===== src/rsw_pkg.sv =====
/*
  Shared constants, types and helpers of the relay switch serial frame
  logic. Assumes 16-bit frames, eight channels and a 3-bit register pointer.
*/
`default_nettype none

package rsw_pkg;

  // Frame layout
  localparam int FRAME_W = 16;
  localparam int CMD_HI  = 15;
  localparam int CMD_LO  = 14;
  localparam int ADDR_HI = 10;
  localparam int ADDR_LO = 8;
  localparam int DATA_HI = 7;
  localparam int DATA_LO = 0;
  localparam int NCH     = 8;

  typedef logic [1:0] rsw_cmd_t;
  typedef logic [2:0] rsw_addr_t;
  typedef logic [7:1][7:0] rsw_regs_t;

  // Command codes
  localparam rsw_cmd_t CMD_DIAG  = 2'h0;
  localparam rsw_cmd_t CMD_READ  = 2'h1;
  localparam rsw_cmd_t CMD_RESET = 2'h2;
  localparam rsw_cmd_t CMD_WRITE = 2'h3;

  // Register pointers
  localparam rsw_addr_t ADDR_NONE = 3'h0;
  localparam rsw_addr_t ADDR_STAT = 3'h6;

  // Register defaults, index 7 down to 1
  localparam rsw_regs_t REG_DEFAULTS =
    {8'h00, 8'h00, 8'h00, 8'h00, 8'h00, 8'h00, 8'h08};

  // Channel diagnosis codes
  localparam logic [1:0] DIAG_SHORT  = 2'h0;
  localparam logic [1:0] DIAG_OPEN   = 2'h1;
  localparam logic [1:0] DIAG_OVER   = 2'h2;
  localparam logic [1:0] DIAG_NORMAL = 2'h3;

  // Header of the read answer frame, bits 15 to 11
  localparam logic [4:0] READ_HDR   = 5'h08;
  localparam logic [2:0] LAST_BIT   = 3'h7;
  localparam logic [2:0] BIT_ZERO   = 3'h0;
  localparam logic [2:0] BIT_STEP   = 3'h1;

  // Synchroniser state, bit 0 is the first flip-flop
  typedef struct packed {
    logic [2:0] cs;
    logic [2:0] sck;
    logic [1:0] si;
  } rsw_sync_t;

  // Frame logic state
  typedef struct packed {
    logic [FRAME_W-1:0] sr;
    logic               so;
    logic               so_oe;
    logic [2:0]         bits;
    logic               got_byte;
    logic               pend;
    rsw_addr_t          pend_addr;
    logic [NCH-1:0]     f_short;
    logic [NCH-1:0]     f_open;
    logic [NCH-1:0]     f_over;
    rsw_regs_t          regs;
  } rsw_core_t;

  // Standard diagnosis word, two bits per channel
  function automatic logic [FRAME_W-1:0] diag_word
  (
    input logic [NCH-1:0] sh,
    input logic [NCH-1:0] op,
    input logic [NCH-1:0] ov
  );
    logic [FRAME_W-1:0] w;
    w = '0;
    for (int n = 0; n < NCH; n++)
    begin
      if (ov[n])
        w[2*n +: 2] = DIAG_OVER;
      else if (sh[n])
        w[2*n +: 2] = DIAG_SHORT;
      else if (op[n])
        w[2*n +: 2] = DIAG_OPEN;
      else
        w[2*n +: 2] = DIAG_NORMAL;
    end
    return w;
  endfunction

  // Pointers that hold a writable register
  function automatic logic writable(input rsw_addr_t a);
    return (a != ADDR_NONE) && (a != ADDR_STAT);
  endfunction

endpackage

`default_nettype wire


===== src/rsw_pin_if.sv =====
/*
  Synchronised serial pin view passed from the pin synchroniser to the
  frame logic. Assumes both ends run on mclk.
*/
`timescale 1ns/1ns
`default_nettype none

interface rsw_pin_if;
  logic cs_fall;
  logic cs_rise;
  logic cs_low;
  logic sclk_rise;
  logic sclk_fall;
  logic si;

  modport sync
  (
    output cs_fall,
    output cs_rise,
    output cs_low,
    output sclk_rise,
    output sclk_fall,
    output si
  );

  modport core
  (
    input cs_fall,
    input cs_rise,
    input cs_low,
    input sclk_rise,
    input sclk_fall,
    input si
  );
endinterface

`default_nettype wire


===== src/rsw_pin_sync.sv =====
/*
  Two-stage synchronisers for chip select, serial clock and serial input, and
  edge finders for chip select and serial clock. Assumes the serial clock is far slower than mclk.
*/
`timescale 1ns/1ns
`default_nettype none

module rsw_pin_sync
  import rsw_pkg::*;
(
  input  wire logic mclk,
  input  wire logic rst,
  input  wire logic ce,
  input  wire logic cs_n,
  input  wire logic sclk,
  input  wire logic si,
  rsw_pin_if.sync   pin
);

  rsw_sync_t q;
  rsw_sync_t d;

  ////////////////////////////////////////////////////////////////////////////
  // Shift chains; the first stage feeds only the second
  always_comb
  begin
    d     = q;
    d.cs  = {q.cs[1:0], cs_n};
    d.sck = {q.sck[1:0], sclk};
    d.si  = {q.si[0], si};
  end

  // Chip select idles high after reset
  always_ff @(posedge mclk)
  begin
    if (rst)
    begin
      q     <= '0;
      q.cs  <= 3'h7;
    end
    else if (ce)
      q <= d;
  end

  ////////////////////////////////////////////////////////////////////////////
  // Edge pulses from the second and third stages
  assign pin.cs_fall   = q.cs[2] & ~q.cs[1];
  assign pin.cs_rise   = ~q.cs[2] & q.cs[1];
  assign pin.cs_low    = ~q.cs[1];
  assign pin.sclk_rise = ~q.sck[2] & q.sck[1];
  assign pin.sclk_fall = q.sck[2] & ~q.sck[1];
  assign pin.si        = q.si[1];

endmodule

`default_nettype wire


===== src/rsw_spi_frame.sv =====
/*
  Serial frame logic of an eight-channel low-side switch: shift register,
  command decode, control registers, latched diagnosis and read-back.
  Assumes the pins come from another clock domain; the channel event
  inputs and status come from logic on mclk.
*/
// Function
// RQ1 - Power-on reset loads every control register with its default.
// RQ2 - Frame decodes as command bits 15:14, address field, data byte.
// RQ3 - Diagnosis-only shifts out diagnosis and changes no register.
// RQ4 - Read returns the addressed register in the following frame.
// RQ5 - Reset-registers command returns all registers to their defaults.
// RQ6 - Write stores the data byte into the addressed register.
// RQ7 - Bits 10:8 hold the register pointer for read and write.
// RQ8 - Bits 7:0 hold the byte written or read back.
// RQ9 - Channel n diagnosis sits in bits 2n+1 and 2n of the word.
// RQ10 - Pair codes: 00 short, 01 open, 10 overload, 11 normal.
// RQ11 - Master drives bits 13:11 to zero; command codes are chosen here.
// RQ12 - Falling chip select loads diagnosis into the shift register.
// RQ13 - Rising chip select decodes only after a multiple of eight clocks.
// RQ14 - Rising chip select clears the latched diagnosis flags.
// RQ15 - Sample input on falling clock, update output on rising, MSB first.
`timescale 1ns/1ns
`default_nettype none

module rsw_spi_frame
  import rsw_pkg::*;
(
  input  wire logic           mclk,
  input  wire logic           rst,
  input  wire logic           ce,
  input  wire logic           cs_n,
  input  wire logic           sclk,
  input  wire logic           si,
  output var  logic           so,
  output var  logic           so_oe,
  input  wire logic [NCH-1:0] ch_short,
  input  wire logic [NCH-1:0] ch_open,
  input  wire logic [NCH-1:0] ch_over,
  input  wire logic [7:0]     out_status,
  output var  rsw_regs_t      regs_q
);

  rsw_pin_if pin ();

  rsw_core_t          q;
  rsw_core_t          d;
  logic [7:0]         rd_byte;
  logic               good_end;
  rsw_cmd_t           cmd;
  rsw_addr_t          addr;
  logic [7:0]         data;
  logic [FRAME_W-1:0] load_word;

  ////////////////////////////////////////////////////////////////////////////
  // Pin synchroniser
  rsw_pin_sync u_sync
  (
    .mclk (mclk),
    .rst  (rst),
    .ce   (ce),
    .cs_n (cs_n),
    .sclk (sclk),
    .si   (si),
    .pin  (pin)
  );

  ////////////////////////////////////////////////////////////////////////////
  // Frame fields and read-back byte
  always_comb
  begin
    cmd      = q.sr[CMD_HI:CMD_LO];                        // [RQ2]
    addr     = q.sr[ADDR_HI:ADDR_LO];                      // [RQ7]
    data     = q.sr[DATA_HI:DATA_LO];                      // [RQ8]
    good_end = q.got_byte && (q.bits == BIT_ZERO);         // [RQ13]
    if (q.pend_addr == ADDR_STAT)
      rd_byte = out_status;
    else if (q.pend_addr == ADDR_NONE)
      rd_byte = 8'h00;
    else
      rd_byte = q.regs[q.pend_addr];
    if (q.pend)
      load_word = {READ_HDR, q.pend_addr, rd_byte};        // [RQ4] [RQ8]
    else
      load_word = diag_word(q.f_short, q.f_open, q.f_over); // [RQ9] [RQ10]
  end

  ////////////////////////////////////////////////////////////////////////////
  // Next state
  always_comb
  begin
    d = q;
    // Sticky flags; a new event wins over the clear
    d.f_short = (pin.cs_rise ? '0 : q.f_short) | ch_short; // [RQ14]
    d.f_open  = (pin.cs_rise ? '0 : q.f_open) | ch_open;   // [RQ14]
    d.f_over  = (pin.cs_rise ? '0 : q.f_over) | ch_over;   // [RQ14]
    if (pin.cs_fall)
    begin
      d.sr       = load_word;                              // [RQ12]
      d.so       = load_word[FRAME_W-1];
      d.so_oe    = 1'b1;
      d.bits     = BIT_ZERO;
      d.got_byte = 1'b0;
      d.pend     = 1'b0;
    end
    else if (pin.cs_low)
    begin
      if (pin.sclk_rise)
        d.so = q.sr[FRAME_W-1];                            // [RQ15]
      if (pin.sclk_fall)
      begin
        d.sr   = {q.sr[FRAME_W-2:0], pin.si};              // [RQ15]
        d.bits = q.bits + BIT_STEP;
        if (q.bits == LAST_BIT)
          d.got_byte = 1'b1;
      end
    end
    if (pin.cs_rise)
    begin
      d.so_oe = 1'b0;
      if (good_end)                                        // [RQ13]
      begin
        d.pend      = (cmd == CMD_READ);                   // [RQ4]
        d.pend_addr = addr;                                // [RQ7]
        unique case (cmd)
          CMD_DIAG  : ;                                    // [RQ3]
          CMD_READ  : ;
          CMD_RESET : d.regs = REG_DEFAULTS;               // [RQ5]
          CMD_WRITE :
          begin
            if (writable(addr))
              d.regs[addr] = data;                         // [RQ6] [RQ8]
          end
        endcase
      end
    end
  end

  // State register; reset acts even while frozen
  always_ff @(posedge mclk)
  begin
    if (rst)
    begin
      q      <= '0;
      q.regs <= REG_DEFAULTS;                              // [RQ1]
    end
    else if (ce)
      q <= d;
  end

  ////////////////////////////////////////////////////////////////////////////
  // Outputs
  assign so     = q.so;
  assign so_oe  = q.so_oe;
  assign regs_q = q.regs;
endmodule

`default_nettype wire


===== config.mk =====
export PLATFORM = sky130hd
export DESIGN_NAME = rsw_spi_frame
export DESIGN_NICKNAME = d
export VERILOG_FILES = /design/src/rsw_pkg.sv /design/src/rsw_pin_if.sv /design/src/rsw_pin_sync.sv /design/src/rsw_spi_frame.sv
export SDC_FILE = /design/constraint.sdc
export NUM_CORES = 1
export LEC_CHECK = 0
export BUFFER_PORTS_ARGS = -buffer_cell sky130_fd_sc_hd__buf_2
export CAP_MARGIN = 20
export CELL_PAD_IN_SITES_DETAIL_PLACEMENT = 0
export CELL_PAD_IN_SITES_GLOBAL_PLACEMENT = 1
export CORE_MARGIN = 5
export CORE_UTILIZATION = 44
export CTS_BUF_LIST = sky130_fd_sc_hd__clkbuf_8
export DETAILED_ROUTE_END_ITERATION = 6
export PLACE_DENSITY = 0.92
export SETUP_SLACK_MARGIN = 0.3
export SLEW_MARGIN = 0
export SYNTH_ARGS = -nofsm -noshare
export SYNTH_HDL_FRONTEND = slang
export SYNTH_SLANG_ARGS = --single-unit

===== constraint.sdc =====
create_clock -name mclk -period 2.1 [get_ports mclk]
set_input_delay 0.21 -clock mclk [delete_from_list [all_inputs] [get_ports mclk]]
set_output_delay 0.21 -clock mclk [all_outputs]
set_load 0.05 [all_outputs]

==> reports/qor.yml, run 1 <==
outcome:
  status: "complete, no violations"
routing:
  drc: 0
  ant_nets: 0
  drt_iter0_drc: 381
  wl_per_cell_um: 19.03
  via_count: 4403
  vias_per_cell: 5.748
  wl_um: 14580
  drt_first_pass_iters: 7
yosys:
  ys_seq_area_frac: 0.4349
  syn_inst: 549
  synth_cell_type_count: 57
  synth_flop_cell: "dfxtp_1"
  synth_edf_count: 0
  synth_seq_cells: 114
  synthesis.nets: 592
  yosys_warnings: 0
  synth.avg_cell_area_um2: 9.558
  async_reset_ff_frac: 0
  synth_area_um2: 5248
layout:
  nets: 654
  drive_above_1_share: 0.3018
  area_delta_synth_final_pct: 16.31
  most-common-layout-cells: "dfxtp_1 (110), buf_2 (95), nor2_1 (58)"
  fill_cells: 1051
  final_common_cell: "dfxtp_1"
  n_antenna_cell: 0
timing:
  slew_viol_final: 0
  min_period_ns: 1.814
  slew_headroom: 0.6000
  tightestPinTransition_ns: 0.5988
  fin_crit_sh: 0.8636
  rsz0062_at_grt: "true"
  hold_violations: 0
  clock_skew_ns: 0.009052
  finalSetupViolations: 0
  setup_tns_ns: 0
  fmax_mhz: 551.4
clocking:
  clock-sinks: 114
  clk_path_buf_depth: 2
  cts.clk_slew.worst_paths_ns: 0.07
  numCtsBuffers: 17
  root_buffer: "clkbuf_8"
  cts_tree: "done"
  htreeDepth: 4
  clock_latency_ns: 0.43
placement:
  io_buffers: 95
  hpwlAfterDp_um: 10550
  finalWeightedCongestion: 0.9085
floorplan:
  rows: 39
  pin_count: 96
  coreArea_um2: 11560
  dieWidth_um: 119.2
  start_util: 0.4537
  die_h_um: 119.2
  die_area_um2: 14210
power:
  p_clk_frac: 0.464
  pwr-share-seq: 0.474
  combPwrFrac: 0.063
  power.internal_mw: 3.672
  p_sw_mw: 1.098
  ir_drop_uv: 388.0
  p_leak_nw: 2.607
  power_density_nw_per_um2: 781.5
  switching_share: 0.2301
  p_total_mw: 4.770
worst_setup_path:
  crit_chain: "inv_1 -> ha_2 -> nand3b_1 -> or4_4 -> nor2_4 -> a22o_1"
  crit_path_top_delay_cell: "or4_4"
  r2r_start: "q[85]"
  critPathRequiredTime_ns: 2.46
  criticalPathCategory: "register to register"
  cp_num_buf_inv: 1
  cp_data_arrival_time_ns: 2.18
  cp-start-kind: "register"
  ff2ff_setup_slack_ns: 0.29
  critPathMaxStageDelay_ns: 0.60
  worstSetupEndpointType: "register"
  cp_top_family: "simple AND/OR/NAND/NOR gates"
  r2r_cells: 6
  path_max_fanout: 8
  rr_endpoint: "regs_q[8]"
hold_path:
  min_to: "q[70]"
  hold_start: "ch_open[6]"
  holdPathStages: 3
  hold_path.class: "input port to register"
grt:
  overflow: 0
  grt_pass1_wl_um: 23350
  grt_pass1_vias: 4396
  antenna_found_initial: 0
  grt_max_degree: 31
  track_usage: 0.2062
run:
  maxCapViolCount: 0
-- cell usage after synthesis, drive strengths merged, types with 2 or more instances --
cell       n  share of area
dfxtp    114           0.43
mux4       8          0.034
inv       25          0.018
nor2      62          0.049
clkbuf    17          0.012
a211oi     2         0.0029
a22o      39          0.065
a311oi     5         0.0083
buf       72          0.096
a21oi     16          0.015
nand2b     2         0.0024
and3       6         0.0072
nand4bb    2         0.0043
o31a       4         0.0067
nor3b      3         0.0043
o31ai      2         0.0029
ha         5          0.012
a31oi      3         0.0036
a2bb2o     7          0.013
mux2       3         0.0064
nor3      11          0.013
nand3b     3         0.0043
and2       9          0.011
mux2i     14          0.027
o211ai     6         0.0086
nand2     30          0.022
nand3      3         0.0029
a22oi     24          0.034
nor2b     10          0.012
o311ai     3         0.0050
o21ai      8         0.0076
nand4      2         0.0024
o221ai     8          0.013
a311o      3         0.0057
o32ai      3         0.0050
-- what timing repair did --
action	4_1_cts	5_1_grt
hold buffers	1	0
resized for setup	8	5
pin swaps	5	2
gates cloned	0	0
hold endpoints to repair	1	0
setup endpoints to repair	33	45
buffers inserted	5	2
-- registers in the layout, summed over array words and instances (netlist names) --
name / cells
so_oe: 1
u_sync.d: 5
q: 35
u_sync.pin.si: 1
cmd: 2
data: 8
so: 1
regs_q: 56
addr: 3
u_sync.q: 2
-- cells by family (layout without fill, tap and decap cells) --
family | Yosys count | in the layout | synth area share
simple gates | 149 | 149 | 0.1433
compound gates | 140 | 140 | 0.2134
flops | 114 | 114 | 0.4349
buf+inv | 114 | 188 | 0.1257
mux | 25 | 25 | 0.06748
fa+ha+maj | 5 | 5 | 0.01192
xor+xnor | 2 | 2 | 0.003339
-- per-layer routing --
metal	global-route usage	share of wire	wire length [µm]	up-vias
li1	-	-	-	2053
met1	0.2785	0.44	6409	2108
met2	0.3116	0.45	6570	214
met3	0.05924	0.088	1280	28
met4	0.08182	0.022	319	0
met5	0	0	0	-
-- cell type report --
type / count / area (µm²) / share of cell area
clock buffer: 19 / 261.5 / 0.04285
multi-input combinational: 321 / 2331 / 0.3819
sequential: 114 / 2287 / 0.3747
tap: 143 / 178.9 / 0.02932
clock inverter: 12 / 166.4 / 0.02727
timing repair buffer: 132 / 784.5 / 0.1285
inverter: 25 / 93.84 / 0.01538
-- metrics by stage --
| stage | std cells | util | worst slack, ns | instance area [µm²] | hold slack, ns |
|---|---|---|---|---|---|
| floorplan | 549 | - | 0.3729 | 5248 | 0.3384 |
| global placement | 727 | 0.4824 | 0.2540 | 5579 | 0.4356 |
| detailed placement | 727 | 0.4824 | 0.1757 | 5579 | 0.4381 |
| CTS | 764 | 0.5250 | 0.2959 | 6072 | 0.01367 |
| global route | 766 | 0.5278 | 0.1753 | 6103 | 0.02649 |
| finish | 766 | 0.5278 | 0.2865 | 6103 | 0.03995 |
-- power by group through the flow --
stage	clock network [mW]	logic, mW	registers, mW
floorplan	0	0.179	2.30
global placement	0	0.280	2.30
detailed placement	0	0.287	2.31
CTS	2.25	0.293	2.26
global route	2.35	0.331	2.26
finish	2.21	0.298	2.26
-- worst max path at each step --
stage,startpoint,to,slack (ns),depth (start not counted)
after floorplan,u_sync.d[7],regs_q[49],0.37,5
after global placement,q[85],regs_q[19],0.25,6
after detailed placement,q[85],regs_q[18],0.18,6
after CTS,u_sync.q[7],regs_q[8],0.30,6
after global routing,u_sync.d[7],q[101],0.18,7
final,q[85],regs_q[8],0.29,6
-- worst min-delay path: stages --
cell and delay (ns):
buf_2 0.08, a22oi_1 0.07, nor2_1 0.07
No activity file was read; power rests on OpenSTA's default activity.
==> inputs of run 2 (changes only) <==
--- a/config.mk
+++ b/config.mk
@@ -5,15 +5,16 @@
 export SDC_FILE = /design/constraint.sdc
 export NUM_CORES = 1
 export LEC_CHECK = 0
+export ABC_AREA = 1
 export BUFFER_PORTS_ARGS = -buffer_cell sky130_fd_sc_hd__buf_2
 export CAP_MARGIN = 20
 export CELL_PAD_IN_SITES_DETAIL_PLACEMENT = 0
 export CELL_PAD_IN_SITES_GLOBAL_PLACEMENT = 1
 export CORE_MARGIN = 5
-export CORE_UTILIZATION = 44
+export CORE_UTILIZATION = 42
 export CTS_BUF_LIST = sky130_fd_sc_hd__clkbuf_8
 export DETAILED_ROUTE_END_ITERATION = 6
-export PLACE_DENSITY = 0.92
+export PLACE_DENSITY = 0.93
 export SETUP_SLACK_MARGIN = 0.3
 export SLEW_MARGIN = 0
 export SYNTH_ARGS = -nofsm -noshare
==> run 2 against run 1 <==
Wire length up 11%. Critical path depth up 4. Via count up 27%. Core utilization down 0.23 points. Die area up 13%. Power up 9.8%. Clock skew down 0.0014 ns. Clock power up 19%. Worst hold slack worse by 0.0036 ns.
==> reports/qor.yml, run 2 <==
grt:
  grt_pass1_wl_um: 25850
  overflow: 0
  antenna_found_initial: 0
  grt_pass1_vias: 5004
  track_usage: 0.1990
  grt_max_degree: 90
layout:
  most-common-layout-cells: "nand2_1 (213), a21oi_1 (111), dfxtp_1 (111)"
  drive_above_1_share: 0.2132
  fill_cells: 1332
  stdcell_count: 1086
  nets: 941
  fin_area_um2: 6985
  area_delta_synth_final_pct: 21.79
  fin_util: 0.5254
  largest_reg_flops: 56
  final_common_cell: "nand2_1"
  n_antenna_cell: 0
yosys:
  synth_compound_area_frac: 0.1540
  synth-xor-area-share: 0
  synth_common_cells: "nand2_1 (213), a21oi_1 (114), dfxtp_1 (114)"
  syn_inst: 820
  synth_seq_cells: 114
  ys_seq_area_frac: 0.3979
  synthMuxAreaShare: 0
  synth_top_family_by_area: "simple AND/OR/NAND/NOR gates"
  synth_flop_cell: "dfxtp_1"
  yosysMostFrequentCell: "nand2_1"
  synthesis.nets: 863
  synth.avg_cell_area_um2: 6.995
  synth_top_cells_by_area: "dfxtp_1 (40%), nand2_1 (14%), a21oi_1 (9.9%)"
  synth_area_um2: 5736
  yosys_warnings: 0
  synth_cell_type_count: 35
  yosysTopAreaCellShare: 0.3979
  yosys.area_share.simple: 0.2733
  synth_edf_count: 0
  yosys.area_share.adder: 0.01091
  yosysTopAreaCell: "dfxtp_1"
  async_reset_ff_frac: 0
hold_path:
  hold_path.class: "input port to register"
  holdPathStages: 3
  hold_start: "ch_open[1]"
  min_to: "q[65]"
floorplan:
  die_h_um: 126.9
  rows: 42
  die_area_um2: 16090
  pin_count: 96
  dieWidth_um: 126.9
  coreArea_um2: 13300
  start_util: 0.4314
routing:
  drt_first_pass_iters: 6
  wl_um: 16170
  vias_per_cell: 5.155
  ant_nets: 0
  wl_per_cell_um: 14.89
  via_count: 5598
  drc: 0
  drt_iter0_drc: 627
power:
  ir_drop_uv: 582.4
  power_density_nw_per_um2: 749.7
  p_leak_nw: 2.968
placement:
  pre_cts_ws_ns: 0.1791
  hpwlAfterDp_um: 10620
  io_buffers: 95
  place_inst: 1017
  dpl-instance-area_um2: 6027
  finalWeightedCongestion: 0.8552
worst_setup_path:
  r2r_cells: 10
  cp_common_cell: "buf_4"
  r2r_start: "q[85]"
  cp_data_arrival_time_ns: 1.98
  rr_endpoint: "regs_q[41]"
  critPathRequiredTime_ns: 2.41
  worstSetupEndpointType: "register"
  criticalPathCategory: "register to register"
  cp_num_buf_inv: 4
  crit_path_top_delay_cell: "dfxtp_1"
  crit_chain: "inv_1 -> ha_1 -> nand3_2 -> nor3_4 -> buf_4 -> buf_12 -> nand2_1 -> nor2_1 -> buf_4 -> nor3b_1"
  critPathMaxStageDelay_ns: 0.33
  ff2ff_setup_slack_ns: 0.43
  cp-start-kind: "register"
  path_max_fanout: 8
  cp_top_family: "buffers and inverters"
timing:
  tightestPinTransition_ns: 0.6669
  fin_crit_sh: 0.7966
  clock_skew_ns: 0.007688
  hold_violations: 0
  timing.final.ws_setup_ns: 0.4272
  fmax_mhz: 597.8
  setup_tns_ns: 0
  min_period_ns: 1.673
  finalSetupViolations: 0
  slew_headroom: 0.5549
  slew_viol_final: 0
  rsz0062_at_grt: "true"
run:
  maxCapViolCount: 0
clocking:
  numCtsBuffers: 17
  htreeDepth: 4
  cts.clk_slew.worst_paths_ns: 0.07
  clk_path_buf_depth: 2
  root_buffer: "clkbuf_8"
  clock_latency_ns: 0.44
  cts_tree: "done"
  clock-sinks: 114
outcome:
  status: "complete, no violations"
==> run 2: metal layers <==
layer | wire length [µm] | part of all wire | global-route usage | up-vias
met5 | 0 | 0 | 0 | -
met3 | 1269 | 0.078 | 0.05170 | 24
met4 | 296 | 0.018 | 0.06498 | 0
met1 | 7372 | 0.46 | 0.2817 | 2546
met2 | 7234 | 0.45 | 0.2955 | 223
li1 | - | - | - | 2805
==> run 2: worst register-to-register path: stages (launching register included) <==
cell and delay, ns:
dfxtp_1 0.33, inv_1 0.07, ha_1 0.15, nand3_2 0.10
nor3_4 0.18, buf_4 0.17, buf_12 0.12, nand2_1 0.09
nor2_1 0.11, buf_4 0.17, nor3b_1 0.06
==> run 2: kinds of logic (layout without fill, tap and decap cells) <==
logic type,count (synthesis),in the layout
AOI/OAI and AO/OA,168,168
adders and majority gates,5,5
buffers and inverters,184,274
DFF,114,114
and+or+nand+nor,349,349
==> run 2: worst max-delay path by stage <==
stage / startpoint / to / slack, ns / cells past startpoint
finish: q[85] / regs_q[41] / 0.43 / 10
global route: u_sync.d[7] / data[0] / 0.27 / 8
CTS: u_sync.d[7] / regs_q[47] / 0.34 / 8
detailed placement: addr[2] / regs_q[31] / 0.18 / 6
global placement: addr[1] / regs_q[27] / 0.26 / 6
floorplan: u_sync.d[7] / addr[1] / 0.49 / 10
==> run 2: repair_timing <==
action	in CTS	in global routing
endpoints found under the hold margin	21	0
cloned	1	2
hold buffers	21	0
buffers inserted	7	7
pin swaps	6	6
resized for setup	1	15
setup endpoints to repair	48	73
==> run 2: per-stage QoR <==
step / hold slack [ns] / power (mW)
after floorplan: 0.3363 / 2.515
after global placement: 0.4230 / 2.613
after detailed placement: 0.4262 / 2.616
after CTS: 0.0005950 / 5.273
after global routing: 0.01482 / 5.443
final: 0.03636 / 5.237
==> run 2: area by class of cell <==
class | count | area (µm²) | share of cell area
tap | 176 | 220.2 | 0.03152
sequential | 114 | 2286 | 0.3272
clock inverter | 11 | 232.7 | 0.03332
timing repair buffer | 159 | 1089 | 0.1558
clock buffer | 20 | 275.3 | 0.03941
inverter | 84 | 320.3 | 0.04585
multi-input combinational | 522 | 2562 | 0.3668
==> run 2: report_power, final <==
group / switching, mW / total, mW / internal, mW
clock network: 0.896 / 2.63 / 1.73
logic: 0.208 / 0.349 / 0.141
registers: 0.0381 / 2.26 / 2.22
total: 1.14 / 5.24 / 4.10
